### src/logic/vr_pkg.sv
// constants and types of the phase start-up and protection block
package vr_pkg;
  localparam int CLK_MHZ = 25;
  localparam int MV_W = 12;
  localparam int CS_W = 10;
  localparam int NPH = 5;
  localparam int DUTY_W = 7;
  localparam int PERIOD_CYCLES = 80;
  localparam int SLOT_CYCLES = 16;
  localparam int MAX_ON_CYCLES = 40;
  localparam int BAL_SHIFT = 2;
  localparam logic [MV_W-1:0] OV_MARGIN_MV = 12'h0aa;
  localparam logic [MV_W-1:0] SS_DROP_MV = 12'h064;
  localparam int SS_TICK_US = 1;
  localparam int SS_TICK_CYCLES = SS_TICK_US * CLK_MHZ;
  localparam int PG_DELAY_US = 1500;
  localparam int PG_DELAY_CYCLES = PG_DELAY_US * CLK_MHZ;
  localparam logic [7:0] SS_STEP_RST = 8'h02;
  localparam logic [7:0] REG_STATUS = 8'h00;
  localparam logic [7:0] REG_EVENT = 8'h04;
  localparam logic [7:0] REG_MASK = 8'h08;
  localparam logic [7:0] REG_SS_STEP = 8'h0c;
  localparam int EV_W = 3;
  localparam int EV_OV = 0;
  localparam int EV_PG = 1;
  localparam int EV_DROP = 2;
  localparam logic [2:0] NPH_RST = 3'h5;
  typedef enum logic [1:0] {
    ST_OFF = 2'b00,
    ST_RAMP = 2'b01,
    ST_RUN = 2'b11,
    ST_FAULT = 2'b10
  } state_t;
  // reciprocal of the phase count in 1/256 units, for the current average
  function automatic logic [7:0] recip(input logic [2:0] n);
    case (n)
      3'h2: recip = 8'h80;
      3'h3: recip = 8'h55;
      3'h4: recip = 8'h40;
      default: recip = 8'h33;
    endcase
  endfunction
  // switching start offset of phase i when n phases are active
  function automatic logic [6:0] phase_off(input logic [2:0] n, input int i);
    case (n)
      3'h2: phase_off = 7'(i * 40);
      3'h3: phase_off = 7'((i * 80) / 3);
      3'h4: phase_off = 7'(i * 20);
      default: phase_off = 7'(i * 16);
    endcase
  endfunction
endpackage

### src/logic/vr_startup_protect.sv
// start-up, phase select, fault latch and current balance of a multi-phase controller
//
// The Wishbone interface to the registers and the placing of the registers are this design's own decisions.
`timescale 1ns/1ps
// Functional notes
// - start only with reset released, chip enable high and driver supply detected
// - sample phase 3, 4 and 5 drive pins as reset is released
// - pulled-high phase 3 pin picks two phases, phase 5 pin picks four
// - while not ready all phase drive pins float
// - when ready, begin a soft-start ramp of the reference
// - reference ramps piecewise linearly, trailing the internal ramp by a fixed drop
// - release power good 1 to 2 ms after output reaches target
// - trip over-voltage when output exceeds reference by 170 mV
// - on over-voltage drive all phases low and latch the fault
// - only dropping reset, enable or driver detect clears the fault latch
// - target changes in operation move the reference along the ramp
// - one shared sense channel samples each active phase in turn per cycle
// - sum the held phase currents and take their average
// - trim each phase's duty by its difference from the average
module vr_startup_protect import vr_pkg::*; #(
  parameter int PG_DELAY = PG_DELAY_CYCLES
) (
  input wire logic SYS_CLK,
  input wire logic NRST,
  input wire logic CHIP_ENABLE_IN,
  input wire logic DRIVER_SUPPLY_DETECT,
  input wire logic [MV_W-1:0] TARGET_REFERENCE,
  input wire logic [MV_W-1:0] FEEDBACK_SENSE,
  input wire logic [MV_W-1:0] FEEDBACK_RETURN,
  input wire logic [DUTY_W-1:0] DUTY_DEMAND,
  input wire logic [CS_W-1:0] SHARED_SENSE_AMP,
  output logic [2:0] SENSE_SELECT,
  output logic [MV_W-1:0] REF_OUT,
  input wire logic [NPH-1:0] PHASE_DRIVE_I,
  output logic [NPH-1:0] PHASE_DRIVE_O,
  output logic [NPH-1:0] PHASE_DRIVE_OE_N,
  input wire logic POWER_GOOD_I,
  output logic POWER_GOOD_O,
  output logic POWER_GOOD_OE_N,
  input wire logic WB_CYC_I,
  input wire logic WB_STB_I,
  input wire logic WB_WE_I,
  input wire logic [7:0] WB_ADR_I,
  input wire logic [3:0] WB_SEL_I,
  input wire logic [31:0] WB_DAT_I,
  output logic [31:0] WB_DAT_O,
  output logic WB_ACK_O,
  output logic IRQ
);
  state_t state_r;
  state_t state_nxt;
  logic strap_done_r;
  logic [2:0] nphase_r;
  logic [6:0] cnt_r;
  logic [$clog2(SS_TICK_CYCLES)-1:0] tick_cnt_r;
  logic [$clog2(PG_DELAY+1)-1:0] pg_cnt_r;
  logic pg_r;
  logic [NPH-1:0] drive_o_r;
  logic [NPH-1:0] drive_oe_n_r;
  logic [NPH-1:0] pwm_on;
  logic [NPH*DUTY_W-1:0] duty;
  logic [MV_W-1:0] ref_w;
  logic at_target;
  logic ack_r;
  logic [31:0] rdata_r;
  logic [EV_W-1:0] ev_r;
  logic [EV_W-1:0] mask_r;
  logic [7:0] ss_step_r;

  // readiness: reset release shows as the finished strap capture
  wire ready = strap_done_r & CHIP_ENABLE_IN & DRIVER_SUPPLY_DETECT;
  wire running = (state_r == ST_RAMP) || (state_r == ST_RUN);
  wire [MV_W-1:0] fb_diff = (FEEDBACK_SENSE >= FEEDBACK_RETURN) ?
                            FEEDBACK_SENSE - FEEDBACK_RETURN : '0;
  wire [MV_W:0] ov_level = {1'b0, ref_w} + {1'b0, OV_MARGIN_MV};
  wire ov_hit = running && ({1'b0, fb_diff} > ov_level);
  wire pg_cond = (state_r == ST_RUN) && at_target && (fb_diff >= ref_w);
  wire pg_ok = pg_r && ready && (state_r == ST_RUN) && !ov_hit;
  wire tick = (tick_cnt_r == '0);
  wire sample = (cnt_r[3:0] == 4'hf);
  // strap decode, phase 3 has priority; a pulled-high phase 4 picks three
  wire [2:0] strap_n = PHASE_DRIVE_I[2] ? 3'h2 :
                       PHASE_DRIVE_I[4] ? 3'h4 :
                       PHASE_DRIVE_I[3] ? 3'h3 : NPH_RST;

  always_comb begin
    state_nxt = state_r;
    unique case (state_r)
      ST_OFF: if (ready) state_nxt = ST_RAMP;
      ST_RAMP: begin
        if (!ready) state_nxt = ST_OFF;
        else if (ov_hit) state_nxt = ST_FAULT;
        else if (at_target) state_nxt = ST_RUN;
      end
      ST_RUN: begin
        if (!ready) state_nxt = ST_OFF;
        else if (ov_hit) state_nxt = ST_FAULT;
      end
      ST_FAULT: if (!ready) state_nxt = ST_OFF;
    endcase
  end

  always_ff @(posedge SYS_CLK or negedge NRST) begin
    if (!NRST) begin
      state_r <= ST_OFF;
    end else begin
      state_r <= state_nxt;
    end
  end

  // the drive pins float until this first capture, so the straps read cleanly
  always_ff @(posedge SYS_CLK or negedge NRST) begin
    if (!NRST) begin
      strap_done_r <= 1'b0;
      nphase_r <= NPH_RST;
    end else if (!strap_done_r) begin
      strap_done_r <= 1'b1;
      nphase_r <= strap_n;
    end
  end

  always_ff @(posedge SYS_CLK or negedge NRST) begin
    if (!NRST) begin
      cnt_r <= '0;
      tick_cnt_r <= '0;
    end else begin
      cnt_r <= (cnt_r == 7'(PERIOD_CYCLES - 1)) ? '0 : cnt_r + 7'h01;
      tick_cnt_r <= tick ? ($bits(tick_cnt_r))'(SS_TICK_CYCLES - 1) : tick_cnt_r - 1'b1;
    end
  end

  soft_start_ramp u_ramp (
    .clk(SYS_CLK),
    .nrst(NRST),
    .run_i(running),
    .tick_i(tick),
    .step_i(ss_step_r),
    .target_i(TARGET_REFERENCE),
    .ref_o(ref_w),
    .at_target_o(at_target)
  );

  phase_balance u_bal (
    .clk(SYS_CLK),
    .nrst(NRST),
    .sample_i(sample),
    .slot_i(cnt_r[6:4]),
    .cs_i(SHARED_SENSE_AMP),
    .nphase_i(nphase_r),
    .base_i(DUTY_DEMAND),
    .duty_o(duty)
  );

  // one sense slot per phase, five slots per switching period
  assign SENSE_SELECT = cnt_r[6:4];
  assign REF_OUT = ref_w;

  genvar g;
  generate
    for (g = 0; g < NPH; g++) begin : gpwm
      wire [7:0] s = {1'b0, cnt_r} + {1'b0, phase_off(nphase_r, g)};
      wire [7:0] loc = (s >= 8'(PERIOD_CYCLES)) ? s - 8'(PERIOD_CYCLES) : s;
      assign pwm_on[g] = (loc < {1'b0, duty[g*DUTY_W +: DUTY_W]});
    end
  endgenerate

  wire [NPH-1:0] active;
  generate
    for (g = 0; g < NPH; g++) begin : gact
      assign active[g] = (3'(g) < nphase_r);
    end
  endgenerate

  // fault: drive low so the drivers pull the output down; off: float
  always_ff @(posedge SYS_CLK or negedge NRST) begin
    if (!NRST) begin
      drive_o_r <= '0;
      drive_oe_n_r <= '1;
    end else if (state_r == ST_FAULT) begin
      drive_o_r <= '0;
      drive_oe_n_r <= '0;
    end else if (running && ready) begin
      drive_o_r <= pwm_on & active;
      drive_oe_n_r <= ~active;
    end else begin
      drive_o_r <= '0;
      drive_oe_n_r <= '1;
    end
  end
  assign PHASE_DRIVE_O = drive_o_r;
  assign PHASE_DRIVE_OE_N = drive_oe_n_r;

  always_ff @(posedge SYS_CLK or negedge NRST) begin
    if (!NRST) begin
      pg_cnt_r <= '0;
      pg_r <= 1'b0;
    end else if (!pg_cond) begin
      pg_cnt_r <= '0;
      pg_r <= pg_r && (state_r == ST_RUN) && ready;
    end else if (!pg_r) begin
      pg_cnt_r <= pg_cnt_r + 1'b1;
      pg_r <= (pg_cnt_r == ($bits(pg_cnt_r))'(PG_DELAY - 1));
    end
  end
  // open drain: enable low pulls the line low, high lets the resistor release it
  assign POWER_GOOD_O = 1'b0;
  assign POWER_GOOD_OE_N = pg_ok;

  // register bus: ack one cycle after the request, writes land at the ack edge
  wire req = WB_CYC_I & WB_STB_I;
  wire wr = req & WB_WE_I & ack_r & WB_SEL_I[0];
  wire wr_ev = wr && (WB_ADR_I == REG_EVENT);
  wire wr_mask = wr && (WB_ADR_I == REG_MASK);
  wire wr_step = wr && (WB_ADR_I == REG_SS_STEP);
  wire [EV_W-1:0] ev_set;
  assign ev_set[EV_OV] = ov_hit;
  assign ev_set[EV_PG] = pg_cond && !pg_r && (pg_cnt_r == ($bits(pg_cnt_r))'(PG_DELAY - 1));
  assign ev_set[EV_DROP] = running && !ready;
  wire [EV_W-1:0] ev_clr = wr_ev ? WB_DAT_I[EV_W-1:0] : '0;
  wire [31:0] status = {23'h000000, nphase_r, POWER_GOOD_I, pg_ok,
                        (state_r == ST_FAULT), ready, state_r};
  wire [31:0] rd_mux = (WB_ADR_I == REG_STATUS) ? status :
                       (WB_ADR_I == REG_EVENT) ? {29'h0, ev_r} :
                       (WB_ADR_I == REG_MASK) ? {29'h0, mask_r} :
                       (WB_ADR_I == REG_SS_STEP) ? {24'h000000, ss_step_r} : '0;

  always_ff @(posedge SYS_CLK or negedge NRST) begin
    if (!NRST) begin
      ack_r <= 1'b0;
      rdata_r <= '0;
    end else begin
      ack_r <= req & ~ack_r;
      rdata_r <= (req & ~ack_r) ? rd_mux : '0;
    end
  end
  assign WB_ACK_O = ack_r;
  assign WB_DAT_O = rdata_r;

  // a new event in the clearing cycle survives: set wins over clear
  always_ff @(posedge SYS_CLK or negedge NRST) begin
    if (!NRST) begin
      ev_r <= '0;
      mask_r <= '0;
      ss_step_r <= SS_STEP_RST;
    end else begin
      ev_r <= (ev_r & ~ev_clr) | ev_set;
      if (wr_mask) mask_r <= WB_DAT_I[EV_W-1:0];
      if (wr_step) ss_step_r <= WB_DAT_I[7:0];
    end
  end
  assign IRQ = |(ev_r & mask_r);
endmodule

### src/logic/soft_start_ramp.sv
// soft-start ramp that moves the regulation reference toward the target
`timescale 1ns/1ps
module soft_start_ramp import vr_pkg::*; (
  input wire logic clk,
  input wire logic nrst,
  input wire logic run_i,
  input wire logic tick_i,
  input wire logic [7:0] step_i,
  input wire logic [MV_W-1:0] target_i,
  output logic [MV_W-1:0] ref_o,
  output logic at_target_o
);
  logic [MV_W:0] ss_r;
  logic [MV_W:0] ss_nxt;
  wire [MV_W:0] goal = {1'b0, target_i} + {1'b0, SS_DROP_MV};
  wire [MV_W:0] stp = {5'h00, step_i};
  wire [MV_W:0] up = ss_r + stp;
  wire [MV_W:0] drop = {1'b0, SS_DROP_MV};
  // flat until the drop is covered, then linear: reference trails by the drop
  assign ref_o = (ss_r > drop) ? MV_W'(ss_r - drop) : '0;
  assign at_target_o = (ss_r == goal);
  // the same ramp also serves target changes, so moves are never abrupt
  assign ss_nxt = (ss_r < goal) ? ((up >= goal) ? goal : up) :
                  (ss_r >= goal + stp) ? ss_r - stp : goal;
  always_ff @(posedge clk or negedge nrst) begin
    if (!nrst) begin
      ss_r <= '0;
    end else if (!run_i) begin
      ss_r <= '0;
    end else if (tick_i) begin
      ss_r <= ss_nxt;
    end
  end
endmodule

### src/logic/phase_balance.sv
// held phase currents, their average and per-phase duty trim
`timescale 1ns/1ps
module phase_balance import vr_pkg::*; (
  input wire logic clk,
  input wire logic nrst,
  input wire logic sample_i,
  input wire logic [2:0] slot_i,
  input wire logic [CS_W-1:0] cs_i,
  input wire logic [2:0] nphase_i,
  input wire logic [DUTY_W-1:0] base_i,
  output logic [NPH*DUTY_W-1:0] duty_o
);
  logic [CS_W-1:0] held_w [NPH];
  logic [CS_W+2:0] sum;
  wire [CS_W+10:0] prod = {8'h00, sum} * {{(CS_W+3){1'b0}}, recip(nphase_i)};
  wire [CS_W-1:0] avg = prod[CS_W+7:8];
  always_comb begin
    sum = '0;
    for (int i = 0; i < NPH; i++) begin
      if (i < int'(nphase_i)) begin
        sum = sum + {3'h0, held_w[i]};
      end
    end
  end
  genvar g;
  generate
    for (g = 0; g < NPH; g++) begin : gph
      // one process per phase owns its held sample and its duty, so no shared driver
      logic [CS_W-1:0] held_r;
      logic [DUTY_W-1:0] duty_r;
      wire signed [CS_W:0] diff = $signed({1'b0, avg}) - $signed({1'b0, held_r});
      wire signed [CS_W+1:0] adj = $signed({1'b0, base_i}) + (diff >>> BAL_SHIFT);
      // below average lengthens, above shortens, limited to the on-time ceiling
      wire [DUTY_W-1:0] dut = adj[CS_W+1] ? '0 :
        (adj > MAX_ON_CYCLES) ? DUTY_W'(MAX_ON_CYCLES) : DUTY_W'(adj);
      always_ff @(posedge clk or negedge nrst) begin
        if (!nrst) begin
          held_r <= '0;
          duty_r <= '0;
        end else begin
          if (sample_i && slot_i == 3'(g)) begin
            held_r <= cs_i;
          end
          duty_r <= dut;
        end
      end
      assign held_w[g] = held_r;
      assign duty_o[g*DUTY_W +: DUTY_W] = duty_r;
    end
  endgenerate
endmodule

### config.mk
export PLATFORM = sky130hd
export DESIGN_NAME = vr_startup_protect
export DESIGN_NICKNAME = d
export VERILOG_FILES = /design/src/logic/vr_pkg.sv /design/src/logic/vr_startup_protect.sv /design/src/logic/soft_start_ramp.sv /design/src/logic/phase_balance.sv
export SDC_FILE = /design/constraint.sdc
export NUM_CORES = 1
export LEC_CHECK = 0
export BUFFER_PORTS_ARGS = -buffer_cell sky130_fd_sc_hd__clkbuf_2
export CELL_PAD_IN_SITES_DETAIL_PLACEMENT = 0
export CELL_PAD_IN_SITES_GLOBAL_PLACEMENT = 1
export CORE_MARGIN = 2
export CORE_UTILIZATION = 35
export CTS_CLUSTER_SIZE = 30
export DETAILED_ROUTE_END_ITERATION = 8
export GPL_ROUTABILITY_DRIVEN = 0
export MAX_ROUTING_LAYER = met4
export PLACE_DENSITY_LB_ADDON = 0.1
export SLEW_MARGIN = 20
export SYNTH_ARGS = -nofsm -noshare
export SYNTH_HDL_FRONTEND = slang
export SYNTH_SLANG_ARGS = --single-unit
### constraint.sdc
create_clock -name SYS_CLK -period 13.8 [get_ports SYS_CLK]
set_input_delay 2.76 -clock SYS_CLK [delete_from_list [all_inputs] [get_ports SYS_CLK]]
set_output_delay 2.76 -clock SYS_CLK [all_outputs]
set_load 0.01 [all_outputs]
**Word-level counts from Yosys, hierarchy flattened**

Index checks and enable logic that the tools add are counted.

- Register bits after elaboration: 167
- Input bits: 110
- Output and inout bits: 61
- Word-level logic and storage cells: 217

- $add $sub $neg: 33
- Multiply operators: 1
- $lt $le $gt $ge: 32
- Equal/unequal tests: 23
- Multiplexer cells: 59
- Bitwise gates (word level): 14
- Reductions and logical operators: 30

Operators by type and width:

| cell | number |
|---|---|
| two-way mux 13 bit | 9 |
| two-way mux 7 bit | 11 |
| two-way mux 8 bit | 8 |
| case mux 7 bit (3 select lines) | 3 |
| subtractor 10 x 10 -> 11 bit | 5 |
| adder 8 x 9 -> 10 bit | 5 |
| greater-than comparator 10 x 7 -> 1 bit (second input constant) | 5 |
| < comparator 8 x 7 -> 1 bit | 5 |
| adder 13 x 10 -> 13 bit | 3 |
| adder 7 x 7 -> 8 bit | 4 |
| greater-or-equal comparator 8 x 7 -> 1 bit (second input constant) | 4 |
| two-way mux 16 bit | 2 |
| subtractor 8 x 7 -> 8 bit (second input constant) | 4 |
| adder 13 x 8 -> 13 bit | 2 |
| greater-or-equal comparator 13 bit | 2 |
| two-way mux 5 bit | 5 |
| greater-or-equal comparator 12 bit | 2 |
| two-way mux 12 bit | 2 |
| case mux 8 bit (3 select lines) | 1 |
| logical AND 1 bit | 20 |
| multiplier 13 x 8 -> 18 bit | 1 |
| two-way mux 9 bit | 2 |
| case mux 6 bit (3 select lines) | 1 |
| adder 16 x 1 -> 16 bit (second input constant) | 1 |
| 51 further kinds | 85 |

**Longest topological paths before layout**

- Depth after elaboration: 16
- Depth in mapped cells: 63
- Gate-level depth less buffers: 62

**Hierarchy**

A second synthesis with hierarchy kept.

- Cells, all modules: 2612
- Area total of the unflattened synthesis: 21371.7 um^2

Modules (own cells, without submodules):

| module | times used | cells each | area each (um^2) | sequential area each (um^2) |
|---|---|---|---|---|
| phase_balance | 1 | 1434 | 11609.9 | 2127.0 |
| vr_startup_protect | 1 | 753 | 6540.0 | 1736.7 |
| soft_start_ramp | 1 | 425 | 3221.8 | 325.3 |

**Least setup slack after synthesis**

Ideal clock, no wire load.

- Path kind: reg2reg
- Start point: register nphase_r[2]
- End point: register u_bal.gph[4].duty_r[0]
- Library setup time: 119 ps
- Data arrival time: 12507 ps
- Data required time: 13681 ps
- Path slack: 1174 ps
- Stages on the path, launching flop included: 58
- Path buffers: 1
- Period minus slack after synthesis: 12626 ps
- Cells stage by stage: dfstp_2 -> clkbuf_1 -> or3_1 -> and2_1 -> ha_1 -> fa_1 -> maj3_1 -> o22ai_1 -> nand2_1 -> xor2_1 -> mux2_2 -> ha_1 -> nand3_1 -> o211ai_1 -> o41ai_1 -> xor2_1 -> nor2_1 -> a21oi_1 -> [22 not listed] -> o21ai_1 -> a21oi_1 -> ha_1 -> nand4_1 -> o21ai_0 -> nor2_1 -> nand2_1 -> a21oi_1 -> xnor2_1 -> ha_1 -> a21boi_0 -> o21ai_0 -> a21oi_1 -> a32oi_1 -> a211oi_1 -> nor4_2 -> a21oi_1 -> and2_1

- Word-level cells in the longest chain between the ends: 16
- Elaborated cells between the ends (all ways): 24
- Those cells by class: add/sub: 6; mul: 1; order compare: 6; eq/ne: 3; mux: 8

RTL lines:

| what | RTL line | text |
|---|---|---|
| start: declaration | vr_startup_protect.sv:53 | `logic [2:0] nphase_r;` |
| start signal: assignment | vr_startup_protect.sv:118 | `nphase_r <= strap_n;` |
| < comparator 1 x 3 -> 1 bit | phase_balance.sv:20 | `if (i < int'(nphase_i)) begin` |
| two-way mux 10 bit | phase_balance.sv:20 |  |
| adder 10 x 10 -> 11 bit | phase_balance.sv:21 | `sum = sum + {3'h0, held_w[i]};` |
| two-way mux 13 bit | phase_balance.sv:20 |  |
| adder 13 x 10 -> 13 bit | phase_balance.sv:21 |  |
| two-way mux 13 bit | phase_balance.sv:20 |  |
| adder 13 x 10 -> 13 bit | phase_balance.sv:21 |  |
| two-way mux 13 bit | phase_balance.sv:20 |  |
| adder 13 x 10 -> 13 bit | phase_balance.sv:21 |  |
| two-way mux 13 bit | phase_balance.sv:20 |  |
| multiplier 13 x 8 -> 18 bit (*) | phase_balance.sv:15 | `wire [CS_W+10:0] prod = {8'h00, sum} * {{(CS_W+3){1'b0}}, recip(nphase_i)};` |
| subtractor 10 x 10 -> 11 bit (*) | phase_balance.sv:31 | `wire signed [CS_W:0] diff = $signed({1'b0, avg}) - $signed({1'b0, held_r});` |
| adder 8 x 9 -> 10 bit (*) | phase_balance.sv:32 | `wire signed [CS_W+1:0] adj = $signed({1'b0, base_i}) + (diff >>> BAL_SHIFT);` |
| greater-than comparator 10 x 7 -> 1 bit | phase_balance.sv:35 | `(adj > MAX_ON_CYCLES) ? DUTY_W'(MAX_ON_CYCLES) : DUTY_W'(adj);` |
| two-way mux 7 bit | phase_balance.sv:35 |  |
| two-way mux 7 bit (*) | phase_balance.sv:34 | `wire [DUTY_W-1:0] dut = adj[CS_W+1] ? '0 :` |
| via u_bal.gph[4].dut[0] | phase_balance.sv:34 |  |
| end signal: assignment | phase_balance.sv:44 | `duty_r <= dut;` |
| end: declaration | phase_balance.sv:30 | `logic [DUTY_W-1:0] duty_r;` |

Mark *: on every way through the listed nets, which the timed path passes. The rest lies on a longest branch.
A chain may end at the register's enable or synchronous reset.

**Worst setup path in the final report**

- Start point: register nphase_r[0]
- End point: register u_bal.gph[4].duty_r[0]

Same word-level chain as after synthesis.

==> summary.txt <==
Logic synthesis
  – Compound-Gate Fraction of Synth Area: 19.48%
  – Synth cell types: 94
  – Largest family of logic cells by synthesized area: adder cells
  – Adder-Cell Fraction of Synth Area: roughly 26%
  – Top cells by area, synth: ha_1 19%, dfrtp_1 19%, fa_1 6.2%
  – Synth area leader: ha_1
  – Ys async rst share: 100.0%
  – Synth Area per Inst: 8.346 sq um
  – XOR/XNOR Fraction of Synth Area: 7.890%
  – Post-synth top flop: dfrtp_1
  – Top cell type's share of synthesized area: between 15 and 20%
  – Post-synthesis mux area share: 3.714%
  – Synth Register Bits: around 170
  – Yosys warnings: 0
  – Synth Cell Area: ~21000 sq um
  – Sequential-to-total area share from yosys stat: between 10% and 20%
  – Post-Synth Simple-Gate Area: 15.86%
  – Synthesized instance count: roughly 2.5k
  – EDFF count, synth: 0

Worst setup path
  – Critical Path RT: 14190 ps
  – Setup crit start kind: register
  – Delay-heaviest family, CP: adder cells
  – CP bufs+invs: 8
  – Crit path arrival time: 13430 ps
  – CP Capture Type: register
  – CP max stage delay: between 500 and 600 ps
  – CP max FO: 5
  – CP dominant cell by count: ha_1
  – Worst path slowest cell: or4_4
  – Crit Path Category: register to register

Global route
  – Initial antenna violation count: 1
  – Vias in the first global route: 18.30k
  – Total gr overflow: 0
  – Global-route wire length before repair: roughly 100 mm
  – Largest net degree at the start of global routing: between 60 and 70
  – Tot GR Track Use: 22.24%

Placed design
  – DPL Wire Length: about 56 mm
  – Dpl ws: roughly 53 ps
  – PortBufs: 117

CTS
  – Clk pin slew, worst setup/hold paths: ~80 ps
  – Root buffer cell: clkbuf_16
  – Clock latency reported for the late side of the worst-skew pair: ~500 ps
  – Clock Sinks: about 170
  – Num CTS Buffers: 17
  – CTS H-tree lvls: 4
  – Clk buf depth: 2
  – CTS tree: done

STA
  – Setup violations, final: 0
  – Slew @ Worst Pin: ~1100 ps
  – Min Tclk post-route: 13040 ps
  – Final Hold Fails: 0
  – Final Worst Setup Slack: 759.7 ps
  – FMAX: around 77 MHz
  – Period utilisation layout: a little over nine tenths
  – Relative slew margins: between 20% and 30%
  – Clk_skew: between 15 and 20 ps
  – Fin. max-slew vios: 0

Route
  – Post-route DRC: 0
  – Initial drt markers: roughly 900
  – Routed len/inst: between 15 and 20 um
  – Post-DRT Antenna Nets: 0
  – DRT Pass-1 Iters: 5
  – Post-Route WL: between 60 and 70 mm
  – Vias: ~18k
  – Via density: around 5.2

Floorplan
  – Height of the die: between 200 and 250 um
  – Row count: 89
  – Core area: a little under 60000 sq um
  – Chip width: roughly 250 um
  – Area of the die: 62240 sq um
  – Starting density of the core: 35.60%
  – Ports: around 170

Cells and area
  – Commonest non-fill, non-tap cell in the layout: ha_1
  – Fill cell count: approximately 6.2k
  – Layout Nets: between 3k and 4k
  – Area Overhead vs Synth: 11.98%
  – Utilization after layout: 39.87%
  – Sequential cell area: about 4200 sq um
  – Area of the multi-input gates: about 16000 sq um
  – Inserted Diodes: 0
  – Fraction of layout cells with a size suffix above 1: approximately 13%
  – Most frequent cells in the layout: 322 x ha_1, 320 x inv_1, 197 x nor2_1

Status
  – Status: completed

Flow run
  – Max-Cap Viols: 0

Hold path
  – HP Class: register to register
[cells by family (layout without fill, tap and decap cells)]
group / after synthesis / count (layout)
xor+xnor: 190 / 190
other cells: 2 / 31
buf+inv: 397 / 533
simple gates: 686 / 686
fa+ha+maj: 392 / 392
mux: 68 / 68
compound gates: 625 / 625
flops: 167 / 167
[worst register-to-register path, delay by kind of cell (launching register included)]
family / cells / cell delay [ps]
AO/OA/AOI/OAI: 21 / 3420
buffers and inverters: 8 / 810
AND/OR/NAND/NOR: 16 / 3230
XOR/XNOR: 4 / 580
adder cells (fa/ha/maj): 12 / 4180
multiplexers: 1 / 300
flip-flops: 1 / 410
[what timing repair did]
item	in CTS	in global routing
resized for setup	1	55
pin swaps	0	20
hold buffers	0	0
buffers inserted	0	12
endpoints found under the setup margin	2	30
[metrics by stage]
step           hold slack, ps  std cells  setup TNS (ps)  area [sq um]
6_report                465.8       3465               0         23620
5_1_grt                 489.6       3465          -334.8         23620
4_1_cts                 471.6       3453               0         23310
3_5_place_dp            462.0       3421               0         22740
3_3_place_gp            441.2       3421               0         22740
2_1_floorplan           426.9       2556               0         21200
[synthesized netlist by cell type (6+ instances only)]
| master | number |
|---|---|
| mux2_2 | 52 |
| o211a_1 | 6 |
| a21boi_0 | 22 |
| a32o_1 | 12 |
| or3_1 | 11 |
| o22ai_1 | 13 |
| clkbuf_1 | 43 |
| nor3_1 | 39 |
| nand3_1 | 48 |
| nand4_1 | 20 |
| nor2b_1 | 54 |
| and2_1 | 22 |
| fa_1 | 65 |
| o21bai_1 | 20 |
| buf_4 | 27 |
| or2_2 | 10 |
| inv_1 | 320 |
| and3_1 | 33 |
| a22o_1 | 8 |
| o21ai_0 | 141 |
| o31ai_1 | 17 |
| ha_1 | 325 |
| nand2b_1 | 31 |
| o32ai_1 | 7 |
| xor2_1 | 63 |
| a211oi_1 | 9 |
| nor3b_1 | 14 |
| nor2_1 | 200 |
| a21o_1 | 73 |
| a21oi_1 | 170 |
| o31a_1 | 8 |
| nor4_1 | 17 |
| o211ai_1 | 9 |
| o21a_1 | 27 |
| a22oi_1 | 6 |
| dfstp_2 | 8 |
| a31oi_1 | 13 |
| xnor2_1 | 127 |
| mux2i_1 | 13 |
| dfrtp_1 | 159 |
| nand2_1 | 162 |
[registers in the layout (all words and copies together), names as in the netlist]
register          count
WB_ACK_O              1
u_bal.gph.held_r     50
u_bal.gph.duty_r     35
pg_r                  1
state_r               2
PHASE_DRIVE_O         5
pg_cnt_r             16
ev_r                  3
tick_cnt_r            5
nphase_r              3
PHASE_DRIVE_OE_N      5
mask_r                3
WB_DAT_O              9
ss_step_r             8
strap_done_r          1
u_ramp.ss_r          13
cnt_r                 7
[layer usage]
layer	GRT usage, %	up-vias	share of wire (%)
met5	-	-	0
met4	5.766	0	2.1
met3	2.399	67	2.9
met2	37.17	302	48
met1	28.66	8773	47
li1	-	9043	-
[worst paths after layout]
check                                    from  depth (start not counted)                endpoint  slack (ps)
worst max-delay path              nphase_r[0]                         62  u_bal.gph[4].duty_r[0]         760
worst min-delay path            tick_cnt_r[0]                          1           tick_cnt_r[0]         470
worst max register to register    nphase_r[0]                         62  u_bal.gph[4].duty_r[0]         760
worst min register to register  tick_cnt_r[0]                          1           tick_cnt_r[0]         470
max in group asynchronous                NRST                          2  u_bal.gph[3].held_r[0]       10370
min in group asynchronous                NRST                          1        PHASE_DRIVE_O[3]        2190
[cell type report]
class                           count  share of cell area, %
Clock buffer                       18                  1.817
Sequential cell                   167                  17.74
Clock inverter                     14                 0.5722
Inverter                          321                  5.102
Tap cell                          773                  4.095
Timing Repair Buffer              180                  4.519
Multi-Input combinational cell   1992                  66.16
Power is left out: the tool's default activity adds up to more than one toggle a clock period on the data nets, which glitch-free logic cannot reach.
